`config.mk`:
```
export PLATFORM = sky130hd
export DESIGN_NAME = sdpp_top
export DESIGN_NICKNAME = d
export VERILOG_FILES = /design/src/sdpp_sync.v /design/src/sdpp_top.v
export VERILOG_INCLUDE_DIRS = /design/src
export SDC_FILE = /design/constraint.sdc
export NUM_CORES = 1
export LEC_CHECK = 0
export ABC_AREA = 1
export BUFFER_PORTS_ARGS = -buffer_cell sky130_fd_sc_hd__buf_4
export CAP_MARGIN = 20
export CORE_ASPECT_RATIO = 1.4
export CORE_MARGIN = 8
export CORE_UTILIZATION = 58
export CTS_CLUSTER_SIZE = 14
export DETAILED_ROUTE_END_ITERATION = 8
export HOLD_SLACK_MARGIN = 0.03
export PLACE_DENSITY = 0.85
export RECOVER_POWER = 25
export SYNTH_ARGS = -nofsm -noshare
export SYNTH_HDL_FRONTEND = slang
export SYNTH_SLANG_ARGS = --single-unit
export TNS_END_PERCENT = 100
```
`constraint.sdc`:
```
create_clock -name i_clock -period 3.9 [get_ports i_clock]
set_clock_uncertainty 0.15 [all_clocks]
set_input_delay 0.585 -clock i_clock [delete_from_list [all_inputs] [get_ports i_clock]]
set_output_delay 0.585 -clock i_clock [all_outputs]
set_load 0.005 [all_outputs]
```
`src/sdpp_regs.vh`:
```
// Constants for the synthesizer divider programming port.
`ifndef SDPP_REGS_VH
`define SDPP_REGS_VH
`define SDPP_AW 4
`define SDPP_A_CTRL 4'h0
`define SDPP_A_PAR 4'h4
`define SDPP_A_STAT 4'h8
`define SDPP_A_DIV 4'hC
`define SDPP_M_W 9
`define SDPP_N_W 3
`define SDPP_SHIFT_W 12
`define SDPP_M_RESET 9'h020
`define SDPP_N_RESET 3'h3
`define SDPP_N_DIV2 3'h1
`define SDPP_N_DIV4 3'h3
`define SDPP_N_DIV5 3'h4
`define SDPP_CTRL_RESET 32'h0000_0001
`define SDPP_RESP_OKAY 2'b00
`define SDPP_RESP_SLVERR 2'b10
`endif

```
`src/sdpp_sync.v`:
```
// Two-flop synchroniser for a bundle of asynchronous levels.
`timescale 1ns/1ps
module sdpp_sync #(
    parameter WIDTH = 1,
    parameter RESET_VAL = 0
) (
    input wire i_clock,
    input wire i_reset_n,
    input wire [WIDTH-1:0] i_async,
    output wire [WIDTH-1:0] o_sync
);
    reg [WIDTH-1:0] meta_q;
    reg [WIDTH-1:0] sync_q;

    always @(posedge i_clock or negedge i_reset_n) begin
        if (!i_reset_n) begin
            meta_q <= RESET_VAL[WIDTH-1:0];
            sync_q <= RESET_VAL[WIDTH-1:0];
        end else begin
            meta_q <= i_async;
            sync_q <= meta_q;
        end
    end

    assign o_sync = sync_q;
endmodule // sdpp_sync

```
`src/sdpp_top.v`:
```
// Divider programming port with parallel and serial loading and an AXI4-Lite view.
//
// The AXI4-Lite register port and the placing of the registers were chosen for this implementation.
`timescale 1ns/1ps
`include "sdpp_regs.vh"

// Operation
// - Master reset holds PLL, keeps divider values.
// - Parallel load low passes pins straight through; with CTRL bit 1 set the PAR values pass instead.
// - Parallel mode drives shift monitor low.
// - Parallel load rise captures pins, holds them; with CTRL bit 1 set it captures the PAR values.
// - Every feedback pin captured on load rise; with CTRL bit 1 set the PAR feedback value instead.
// - Strobe loads nine feedback, three output bits.
// - Shift clock rise shifts serial bit in.
// - Transfer rise moves shift register to dividers.
// - Transfer fall latches current divider values.
// - No shift-clock edge, shift register unchanged.
// - Transfer high passes serial bit to feedback.
// - Feedback value is unsigned binary, weights 256..1.
// - One output code sets both banks' divide.
// - Bypass select chooses PLL or bypass path.
module sdpp_top (
    input wire i_clock,
    input wire i_reset_n,
    input wire i_master_reset,
    input wire i_parallel_load_n,
    input wire [`SDPP_M_W-1:0] i_feedback_divide_bits,
    input wire [`SDPP_N_W-1:0] i_output_divide_bits,
    input wire i_serial_shift_clock,
    input wire i_serial_bit_in,
    input wire i_serial_transfer,
    input wire i_pll_bypass_select,
    input wire [`SDPP_AW-1:0] i_awaddr,
    input wire i_awvalid,
    output reg o_awready,
    input wire [31:0] i_wdata,
    input wire [3:0] i_wstrb,
    input wire i_wvalid,
    output reg o_wready,
    output reg [1:0] o_bresp,
    output reg o_bvalid,
    input wire i_bready,
    input wire [`SDPP_AW-1:0] i_araddr,
    input wire i_arvalid,
    output reg o_arready,
    output reg [31:0] o_rdata,
    output reg [1:0] o_rresp,
    output reg o_rvalid,
    input wire i_rready,
    output reg [`SDPP_M_W-1:0] o_feedback_divide,
    output reg [`SDPP_N_W-1:0] o_output_divide,
    output reg [2:0] o_output_ratio,
    output reg o_pll_reset,
    output reg o_pll_bypass,
    output reg o_shift_monitor_out
);
    localparam SW = `SDPP_SHIFT_W;
    localparam PIN_W = 5 + `SDPP_M_W + `SDPP_N_W;
    // Pull defaults: load strobe low, bypass select high, feedback 32, output 4.
    localparam [PIN_W-1:0] PIN_RST = {1'b0, 1'b0, 1'b0, 1'b0, 1'b1,
        `SDPP_M_RESET, `SDPP_N_RESET};

    ////////////////////////////////////////////////////////////////////////////
    // Pin synchronisation.
    wire [PIN_W-1:0] pins_s;
    wire mr_s, pl_n_s, sck_s, sdi_s, sld_s, byp_s;
    wire [`SDPP_M_W-1:0] m_pin_s;
    wire [`SDPP_N_W-1:0] n_pin_s;

    sdpp_sync #(.WIDTH(PIN_W), .RESET_VAL(PIN_RST)) u_sync (
        .i_clock(i_clock),
        .i_reset_n(i_reset_n),
        .i_async({i_parallel_load_n, i_serial_shift_clock, i_serial_bit_in,
            i_serial_transfer, i_pll_bypass_select, i_feedback_divide_bits,
            i_output_divide_bits}),
        .o_sync(pins_s)
    );

    assign {pl_n_s, sck_s, sdi_s, sld_s, byp_s, m_pin_s, n_pin_s} = pins_s;

    // Master reset is kept out of the bundle so its reset value is low.
    reg mr_meta_q, mr_sync_q;
    always @(posedge i_clock or negedge i_reset_n) begin
        if (!i_reset_n) begin
            mr_meta_q <= 1'b0;
            mr_sync_q <= 1'b0;
        end else begin
            mr_meta_q <= i_master_reset;
            mr_sync_q <= mr_meta_q;
        end
    end
    assign mr_s = mr_sync_q;

    ////////////////////////////////////////////////////////////////////////////
    // Edge detection on synchronised pins.
    reg pl_n_q, sck_q, sld_q;
    always @(posedge i_clock or negedge i_reset_n) begin
        if (!i_reset_n) begin
            pl_n_q <= 1'b0;
            sck_q <= 1'b0;
            sld_q <= 1'b0;
        end else begin
            pl_n_q <= pl_n_s;
            sck_q <= sck_s;
            sld_q <= sld_s;
        end
    end
    wire pl_rise = pl_n_s & ~pl_n_q;
    wire sck_rise = sck_s & ~sck_q;
    wire sld_rise = sld_s & ~sld_q;
    wire sld_fall = ~sld_s & sld_q;

    ////////////////////////////////////////////////////////////////////////////
    // Control register and software parallel override.
    reg [31:0] ctrl_q;
    reg [`SDPP_M_W-1:0] sw_m_q;
    reg [`SDPP_N_W-1:0] sw_n_q;
    wire sw_en = ctrl_q[1];

    // Output code to divide ratio; unlisted codes report zero.
    function [2:0] ratio_of;
        input [`SDPP_N_W-1:0] code;
        begin
            case (code)
                `SDPP_N_DIV2: ratio_of = 3'h2;
                `SDPP_N_DIV4: ratio_of = 3'h4;
                `SDPP_N_DIV5: ratio_of = 3'h5;
                default: ratio_of = 3'h0;
            endcase
        end
    endfunction

    ////////////////////////////////////////////////////////////////////////////
    // Programming engine.
    reg [SW-1:0] shift_q;
    reg [`SDPP_M_W-1:0] m_q;
    reg [`SDPP_N_W-1:0] n_q;
    reg [`SDPP_M_W-1:0] m_hold_q;
    reg [`SDPP_N_W-1:0] n_hold_q;
    reg [`SDPP_M_W-1:0] m_src;
    reg [`SDPP_N_W-1:0] n_src;
    reg [`SDPP_M_W-1:0] m_d;
    reg [`SDPP_N_W-1:0] n_d;

    always @* begin
        m_src = sw_en ? sw_m_q : m_pin_s;
        n_src = sw_en ? sw_n_q : n_pin_s;
        m_d = m_q;
        n_d = n_q;
        if (!pl_n_s) begin
            m_d = m_src;
            n_d = n_src;
        end else if (pl_rise && !sld_s) begin
            m_d = m_src;
            n_d = n_src;
        end else if (sld_rise && !sck_s) begin
            m_d = shift_q[SW-1:`SDPP_N_W];
            n_d = shift_q[`SDPP_N_W-1:0];
        end else if (sld_s && sld_q && sck_rise) begin
            m_d = {m_q[`SDPP_M_W-2:0], sdi_s};
        end
    end

    always @(posedge i_clock or negedge i_reset_n) begin
        if (!i_reset_n) begin
            shift_q <= {SW{1'b0}};
            m_q <= `SDPP_M_RESET;
            n_q <= `SDPP_N_RESET;
            m_hold_q <= `SDPP_M_RESET;
            n_hold_q <= `SDPP_N_RESET;
        end else begin
            // Master reset is not a term here, so loaded values survive it.
            m_q <= m_d;
            n_q <= n_d;
            if (pl_n_s && !sld_s && sck_rise) begin
                shift_q <= {shift_q[SW-2:0], sdi_s};
            end
            if (sld_fall && !sck_s) begin
                m_hold_q <= m_q;
                n_hold_q <= n_q;
            end
        end
    end

    ////////////////////////////////////////////////////////////////////////////
    // Registered outputs.
    always @(posedge i_clock or negedge i_reset_n) begin
        if (!i_reset_n) begin
            o_feedback_divide <= `SDPP_M_RESET;
            o_output_divide <= `SDPP_N_RESET;
            o_output_ratio <= 3'h4;
            o_pll_reset <= 1'b0;
            o_pll_bypass <= 1'b0;
            o_shift_monitor_out <= 1'b0;
        end else begin
            o_feedback_divide <= m_d;
            o_output_divide <= n_d;
            o_output_ratio <= ratio_of(n_d);
            o_pll_reset <= mr_s | ctrl_q[2];
            // Bypass select high means PLL mode.
            o_pll_bypass <= ~byp_s;
            o_shift_monitor_out <= pl_n_s ? shift_q[SW-1] : 1'b0;
        end
    end

    ////////////////////////////////////////////////////////////////////////////
    // AXI4-Lite slave.
    reg aw_got_q, w_got_q;
    reg [`SDPP_AW-1:0] awaddr_q;
    reg [31:0] wdata_q;
    reg [3:0] wstrb_q;
    wire aw_hs = i_awvalid & o_awready;
    wire w_hs = i_wvalid & o_wready;
    wire do_wr = aw_got_q & w_got_q & ~o_bvalid;

    function [31:0] merge;
        input [31:0] old;
        input [31:0] nw;
        input [3:0] st;
        integer k;
        begin
            merge = old;
            for (k = 0; k < 4; k = k + 1) begin
                if (st[k]) begin
                    merge[8*k +: 8] = nw[8*k +: 8];
                end
            end
        end
    endfunction

    wire [31:0] par_word = {19'h0_0000, sw_n_q, 1'b0, sw_m_q};
    wire [31:0] par_new = merge(par_word, wdata_q, wstrb_q);

    always @(posedge i_clock or negedge i_reset_n) begin
        if (!i_reset_n) begin
            o_awready <= 1'b1;
            o_wready <= 1'b1;
            aw_got_q <= 1'b0;
            w_got_q <= 1'b0;
            awaddr_q <= {`SDPP_AW{1'b0}};
            wdata_q <= 32'h0000_0000;
            wstrb_q <= 4'h0;
            o_bvalid <= 1'b0;
            o_bresp <= `SDPP_RESP_OKAY;
            ctrl_q <= `SDPP_CTRL_RESET;
            sw_m_q <= `SDPP_M_RESET;
            sw_n_q <= `SDPP_N_RESET;
        end else begin
            if (aw_hs) begin
                awaddr_q <= i_awaddr;
                aw_got_q <= 1'b1;
                o_awready <= 1'b0;
            end
            if (w_hs) begin
                wdata_q <= i_wdata;
                wstrb_q <= i_wstrb;
                w_got_q <= 1'b1;
                o_wready <= 1'b0;
            end
            if (do_wr) begin
                o_bvalid <= 1'b1;
                o_bresp <= `SDPP_RESP_OKAY;
                aw_got_q <= 1'b0;
                w_got_q <= 1'b0;
                case (awaddr_q)
                    `SDPP_A_CTRL: ctrl_q <= merge(ctrl_q, wdata_q, wstrb_q) &
                        32'h0000_0006;
                    `SDPP_A_PAR: begin
                        sw_m_q <= par_new[`SDPP_M_W-1:0];
                        sw_n_q <= par_new[12:10];
                    end
                    default: o_bresp <= `SDPP_RESP_SLVERR;
                endcase
            end
            if (o_bvalid && i_bready) begin
                o_bvalid <= 1'b0;
                o_awready <= 1'b1;
                o_wready <= 1'b1;
            end
        end
    end

    always @(posedge i_clock or negedge i_reset_n) begin
        if (!i_reset_n) begin
            o_arready <= 1'b1;
            o_rvalid <= 1'b0;
            o_rdata <= 32'h0000_0000;
            o_rresp <= `SDPP_RESP_OKAY;
        end else begin
            if (i_arvalid && o_arready) begin
                o_arready <= 1'b0;
                o_rvalid <= 1'b1;
                o_rresp <= `SDPP_RESP_OKAY;
                case (i_araddr)
                    `SDPP_A_CTRL: o_rdata <= ctrl_q;
                    `SDPP_A_PAR: o_rdata <= par_word;
                    `SDPP_A_STAT: o_rdata <= {24'h00_0000, o_pll_reset, o_pll_bypass,
                        o_shift_monitor_out, mr_s, pl_n_s, sld_s, sck_s, sdi_s};
                    `SDPP_A_DIV: o_rdata <= {3'h0, n_hold_q, 1'b0, m_hold_q,
                        1'b0, n_q, 3'h0, m_q};
                    default: begin
                        o_rdata <= 32'h0000_0000;
                        o_rresp <= `SDPP_RESP_SLVERR;
                    end
                endcase
            end else if (o_rvalid && i_rready) begin
                o_rvalid <= 1'b0;
                o_arready <= 1'b1;
            end
        end
    end
endmodule // sdpp_top

```
# == Word level (Yosys, flattened, before mapping) ==
# Cells that the tools add are included.
# totals
reg_bits,158
elab_cells,111
inputBits,69
# classes
eq_ne,8
reduce_logical,26
n_mux,28
n_bitwise,15
# op_table
op,n
case mux 29 bit (4 select lines),1
2-to-1 mux 9 bit,5
2-to-1 mux 1 bit,15
2-to-1 mux 3 bit,4
nonzero test 2 bit,6
logical AND 1 bit,10
case mux 3 bit (3 select lines),1
AND reduction 3 bit,3
bitwise AND 1 bit,8
== test 4 x 3 -> 1 bit (second input constant),2
== test 4 bit (second input constant),2
zero test 4 bit,2
NOT 1 bit,6
2-to-1 mux 2 bit,2
!= test 4 bit (second input constant),1
OR reduction 4 bit,1
== test 3 x 1 -> 1 bit (second input constant),1
== test 3 x 2 -> 1 bit (second input constant),1
== test 3 bit (second input constant),1
zero test 1 bit,2
AND reduction 2 bit,1
OR reduction 2 bit,1
OR 1 bit,1

# == Depth between registers and ports, before layout ==
# logic_depth
ltp_word,8
ltp_mapped,9
mapped_depth_nobuf,8

# == Hierarchy ==
# Synthesis repeated with hierarchy kept, for this count alone.
# hier_totals
hier_cells,603
hier_area_um2,5783.0
# modules_own_cells
mod,cells_each,seq_area_each_um2,area_each_um2,n_inst
sdpp_top,569,2895.3,4922.2,1
sdpp_sync,34,860.8,860.8,1

# == Least setup slack after synthesis ==
# Ideal clock, no wire load.
# synth_path
path_kind,in2reg
start,in i_araddr[1]
end,reg o_rdata[5]
n_path_buf,1
cell_stages,6
setup_ns,0.066
t_arrival_ns,1.344
setup_slack_ns,2.341
cell_sequence,nor2_4 -> nand3_1 -> clkbuf_1 -> o211ai_1 -> nand2_1 -> nand2_1
# synth_via
elab_chain_cells,2
word_cells_on_any_way,5
classes_between,eq/ne (3); mux (1); reduce/logical (1)
# synth_rtl
element,line,rtl
from (decl),sdpp_top.v:43,"input wire [`SDPP_AW-1:0] i_araddr,"
"== test 4 bit, or another cell as far along",sdpp_top.v:294,case (i_araddr)
case mux 29 bit (4 select lines) (*),sdpp_top.v:294,
to (signal assigned),sdpp_top.v:295,`SDPP_A_CTRL: o_rdata <= ctrl_q;
to (signal assigned),sdpp_top.v:296,`SDPP_A_PAR: o_rdata <= par_word;
to (signal assigned),sdpp_top.v:297,"`SDPP_A_STAT: o_rdata <= {24'h00_0000, o_pll_reset, o_pll_bypass,"
to (decl),sdpp_top.v:46,"output reg [31:0] o_rdata,"
# Mark *: on every way between the ends. The rest lies on a longest branch, timed or not.
# A chain may end at the register's enable or synchronous reset.

==> impl_metrics.ini <==
[status]
status = finished clean

[cts]
cts_tree = done
cts_resized = 0
post_cts_buffers = 0
cts_hold_buf = 0
cts_buffers = 17
clockBufferDepth = 2
cts.htree.levels = 4
root_buffer = clkbuf_16
clk_latency_ps = 420
clkSlewWorstSetupHoldPaths_ps = 60
clkSinkCount = 149

[logic_synthesis]
synth_cell_types = 28
synth-main-ff-cell = dfrtp_1
yosys.area.top_type = dfrtp_1
yosysWarnings = 0
synthArstFlopShare_pct = 100.0
netlist.area_leader.share_pct = 54.68
syn_inst = 602
syn_area_mm2 = 0.005812
synth-seq-cells = 149
avgSynthCellArea_um2 = 9.654
synth_edf_count = 0
synth_area_leaders = dfrtp_1, nand2_1, dfstp_2
seq_area_frac_synth_pct = 64.63

[placed_design]
port_buffers = 97
place_area_mm2 = 0.006591
dp.cells = 814
dp_hpwl_um = 9364
gp_congestion = 0.8886

[sta]
finalSetupTns_ps = 0
worst_pin_slew_ps = 1394
fin_crit_ps = 2626
finalCritPeriodShare_pct = 67.32
hold_ws_ps = 126.8
setup_viol = 0
hold_viol = 0
fmax_mhz = 380.9
rsz0062_at_grt = no
maxSlewViolCount = 0
max-slew-margin-rel_pct = 7.055

[worst_setup_path]
worst_setup_path_start_kind = input pin
slowest_delay_ps = 1010
crit_fanout = 110
reg2reg_depth = 5
endpoint_kind = async pin
crit_arrival_ps = 3010
critPathKind = in2async
worstPathRequired_ps = 4280
crit_start = i_reset_n
cp_slowest_cell = clkbuf_1
cp_top_family = buffers and inverters
cp_cell_sequence = dlygate4sd3_1 > clkbuf_1 > buf_16 > buf_4
cp-endpoint = o_output_ratio[2]
r2r_start = o_arready
cp.depth = 4
crit_buf_inv = 4
rrSetupSlack_ps = 1820
r2r-end = o_rdata[2]

[power_and_ir_drop]
p_int_mw = 3.520
max-vdd-ir-drop_mv = 0.4640
p_seq_share_pct = 44.4
powerDensity_mw_per_mm2 = 675.3
switching_share_pct = 28.37
power_frac_comb_pct = 18.4
cellLeakagePower_nw = 3.655
pwr-share-clk_pct = 37.2
p_switching_mw = 1.394

[global_routing]
grt_usage_pct = 21.54
grt_pass1_wl_um = 22310
overflow = 0
grt_pass1_vias = 4632
grt_start_max_net_pins = 134
antenna_found_initial = 0

[min_path]
min_path_type = in2reg

[detailed_routing]
wirelength_um = 13650
wl_per_cell_um = 16.10
drc_errors = 0
drt-pass1-iter-count = 5
via_per_inst = 5.241
drtAntennaViolNets = 0
drtIter0Drc = 340
vias = 4444

[die]
die_w_um = 100.6
initial_core_util_pct = 59.03
core_mm2 = 0.009846
ios = 128
die_area_mm2 = 0.01352
die_h_um = 134.4
rows = 43

[layout]
syn2layout_area_growth_pct = 25.21
nets = 769
final_cells = 848
n_antenna_cell = 0
layout-drive-gt1-share_pct = 22.30
final_area_mm2 = 0.007277

[run]
maxCapViolations = 0
how the worst min path moves through the flow:
| stage | depth (start not counted) | start | slack (ps) | endpoint |
|---|---|---|---|---|
| 6_report | 1 | i_pll_bypass_select | 130 | u_sync.meta_q[12] |
| 5_1_grt | 1 | i_pll_bypass_select | 110 | u_sync.meta_q[12] |
| 4_1_cts | 1 | i_pll_bypass_select | 110 | u_sync.meta_q[12] |
| 3_5_place_dp | 0 | u_sync.meta_q[16] | 180 | u_sync.o_sync[16] |
| 3_3_place_gp | 0 | u_sync.meta_q[16] | 180 | u_sync.o_sync[16] |
| 2_1_floorplan | 0 | i_reset_n | 140 | aw_got_q |
cell type report:
cell class              count  area, um2
clock buffers              20      446.7
clock inverters            12      225.2
fillers                   694       2569
inverters                  57      214.0
multi-input cells         374       1689
flip-flops and latches    149       3756
well taps                 135      168.9
repair buffers            101      777.0
sequential cells by signal, summed over array words and instances (netlist names), 4 cells and up:
| name | flops |
|---|---|
| m_hold_q | 9 |
| wdata_q | 12 |
| sw_m_q | 9 |
| awaddr_q | 4 |
| u_sync.meta_q | 17 |
| o_feedback_divide | 9 |
| u_sync.o_sync | 17 |
| o_rdata | 26 |
| shift_q | 12 |
Yosys cell counts (all sizes together), types with 7 or more instances:
cell type / n
clkbuf: 12
nand3: 32
buf: 17
a21oi: 11
o211ai: 7
inv: 57
dfstp: 22
nand4: 7
nor2: 29
o21ai: 93
dfrtp: 127
nand2: 179
logic make-up after synthesis:
group           after synthesis  synth area share (%)
simple gates                251                 18.28
other cells                   1               0.06452
buf+inv                      86                 6.480
compound gates              115                 10.55
flops                       149                 64.63
placed cells by master (no fill, tap or decap), drive strengths merged, types with 5 or more instances in the layout:
cell type / netlist / routed
a21oi: 11 / 11
dfstp: 22 / 22
nand3: 32 / 32
clkinv: 0 / 5
nand2: 179 / 179
nor2: 29 / 29
bufinv: 0 / 6
dfrtp: 127 / 127
nand4: 7 / 7
o211ai: 7 / 7
clkbuf: 12 / 39
conb: 1 / 8
inv: 57 / 58
buf: 17 / 81
o21ai: 93 / 93
layer usage:
metal  vias to the layer above  track usage (%)  share of wire [%]
met3                        46            5.809                5.7
met5                         -                0                  0
li1                       2114                -                  -
met1                      2100            23.14                 38
met2                       184            36.04                 51
met4                         0            14.51                4.8
metrics by stage:
| step | util [%] | setup WS (ps) | total power, mW |
|---|---|---|---|
| after floorplan | - | 2341 | 2.654 |
| after global placement | 66.95 | 1620 | 3.041 |
| after detailed placement | 66.95 | 1565 | 3.098 |
| after CTS | 73.77 | 1834 | 4.958 |
| after global routing | 73.91 | 971.2 | 5.166 |
| final | 73.91 | 1274 | 4.914 |
power groups by stage:
stage               logic [mW]  registers [mW]  clock network (mW)
finish                   0.904            2.18                1.83
detailed placement       0.901            2.20                   0
global route              1.02            2.22                1.92
global placement         0.858            2.18                   0
floorplan                0.523            2.13                   0
CTS                      0.922            2.18                1.85
(Power assumes the default switching activity.)
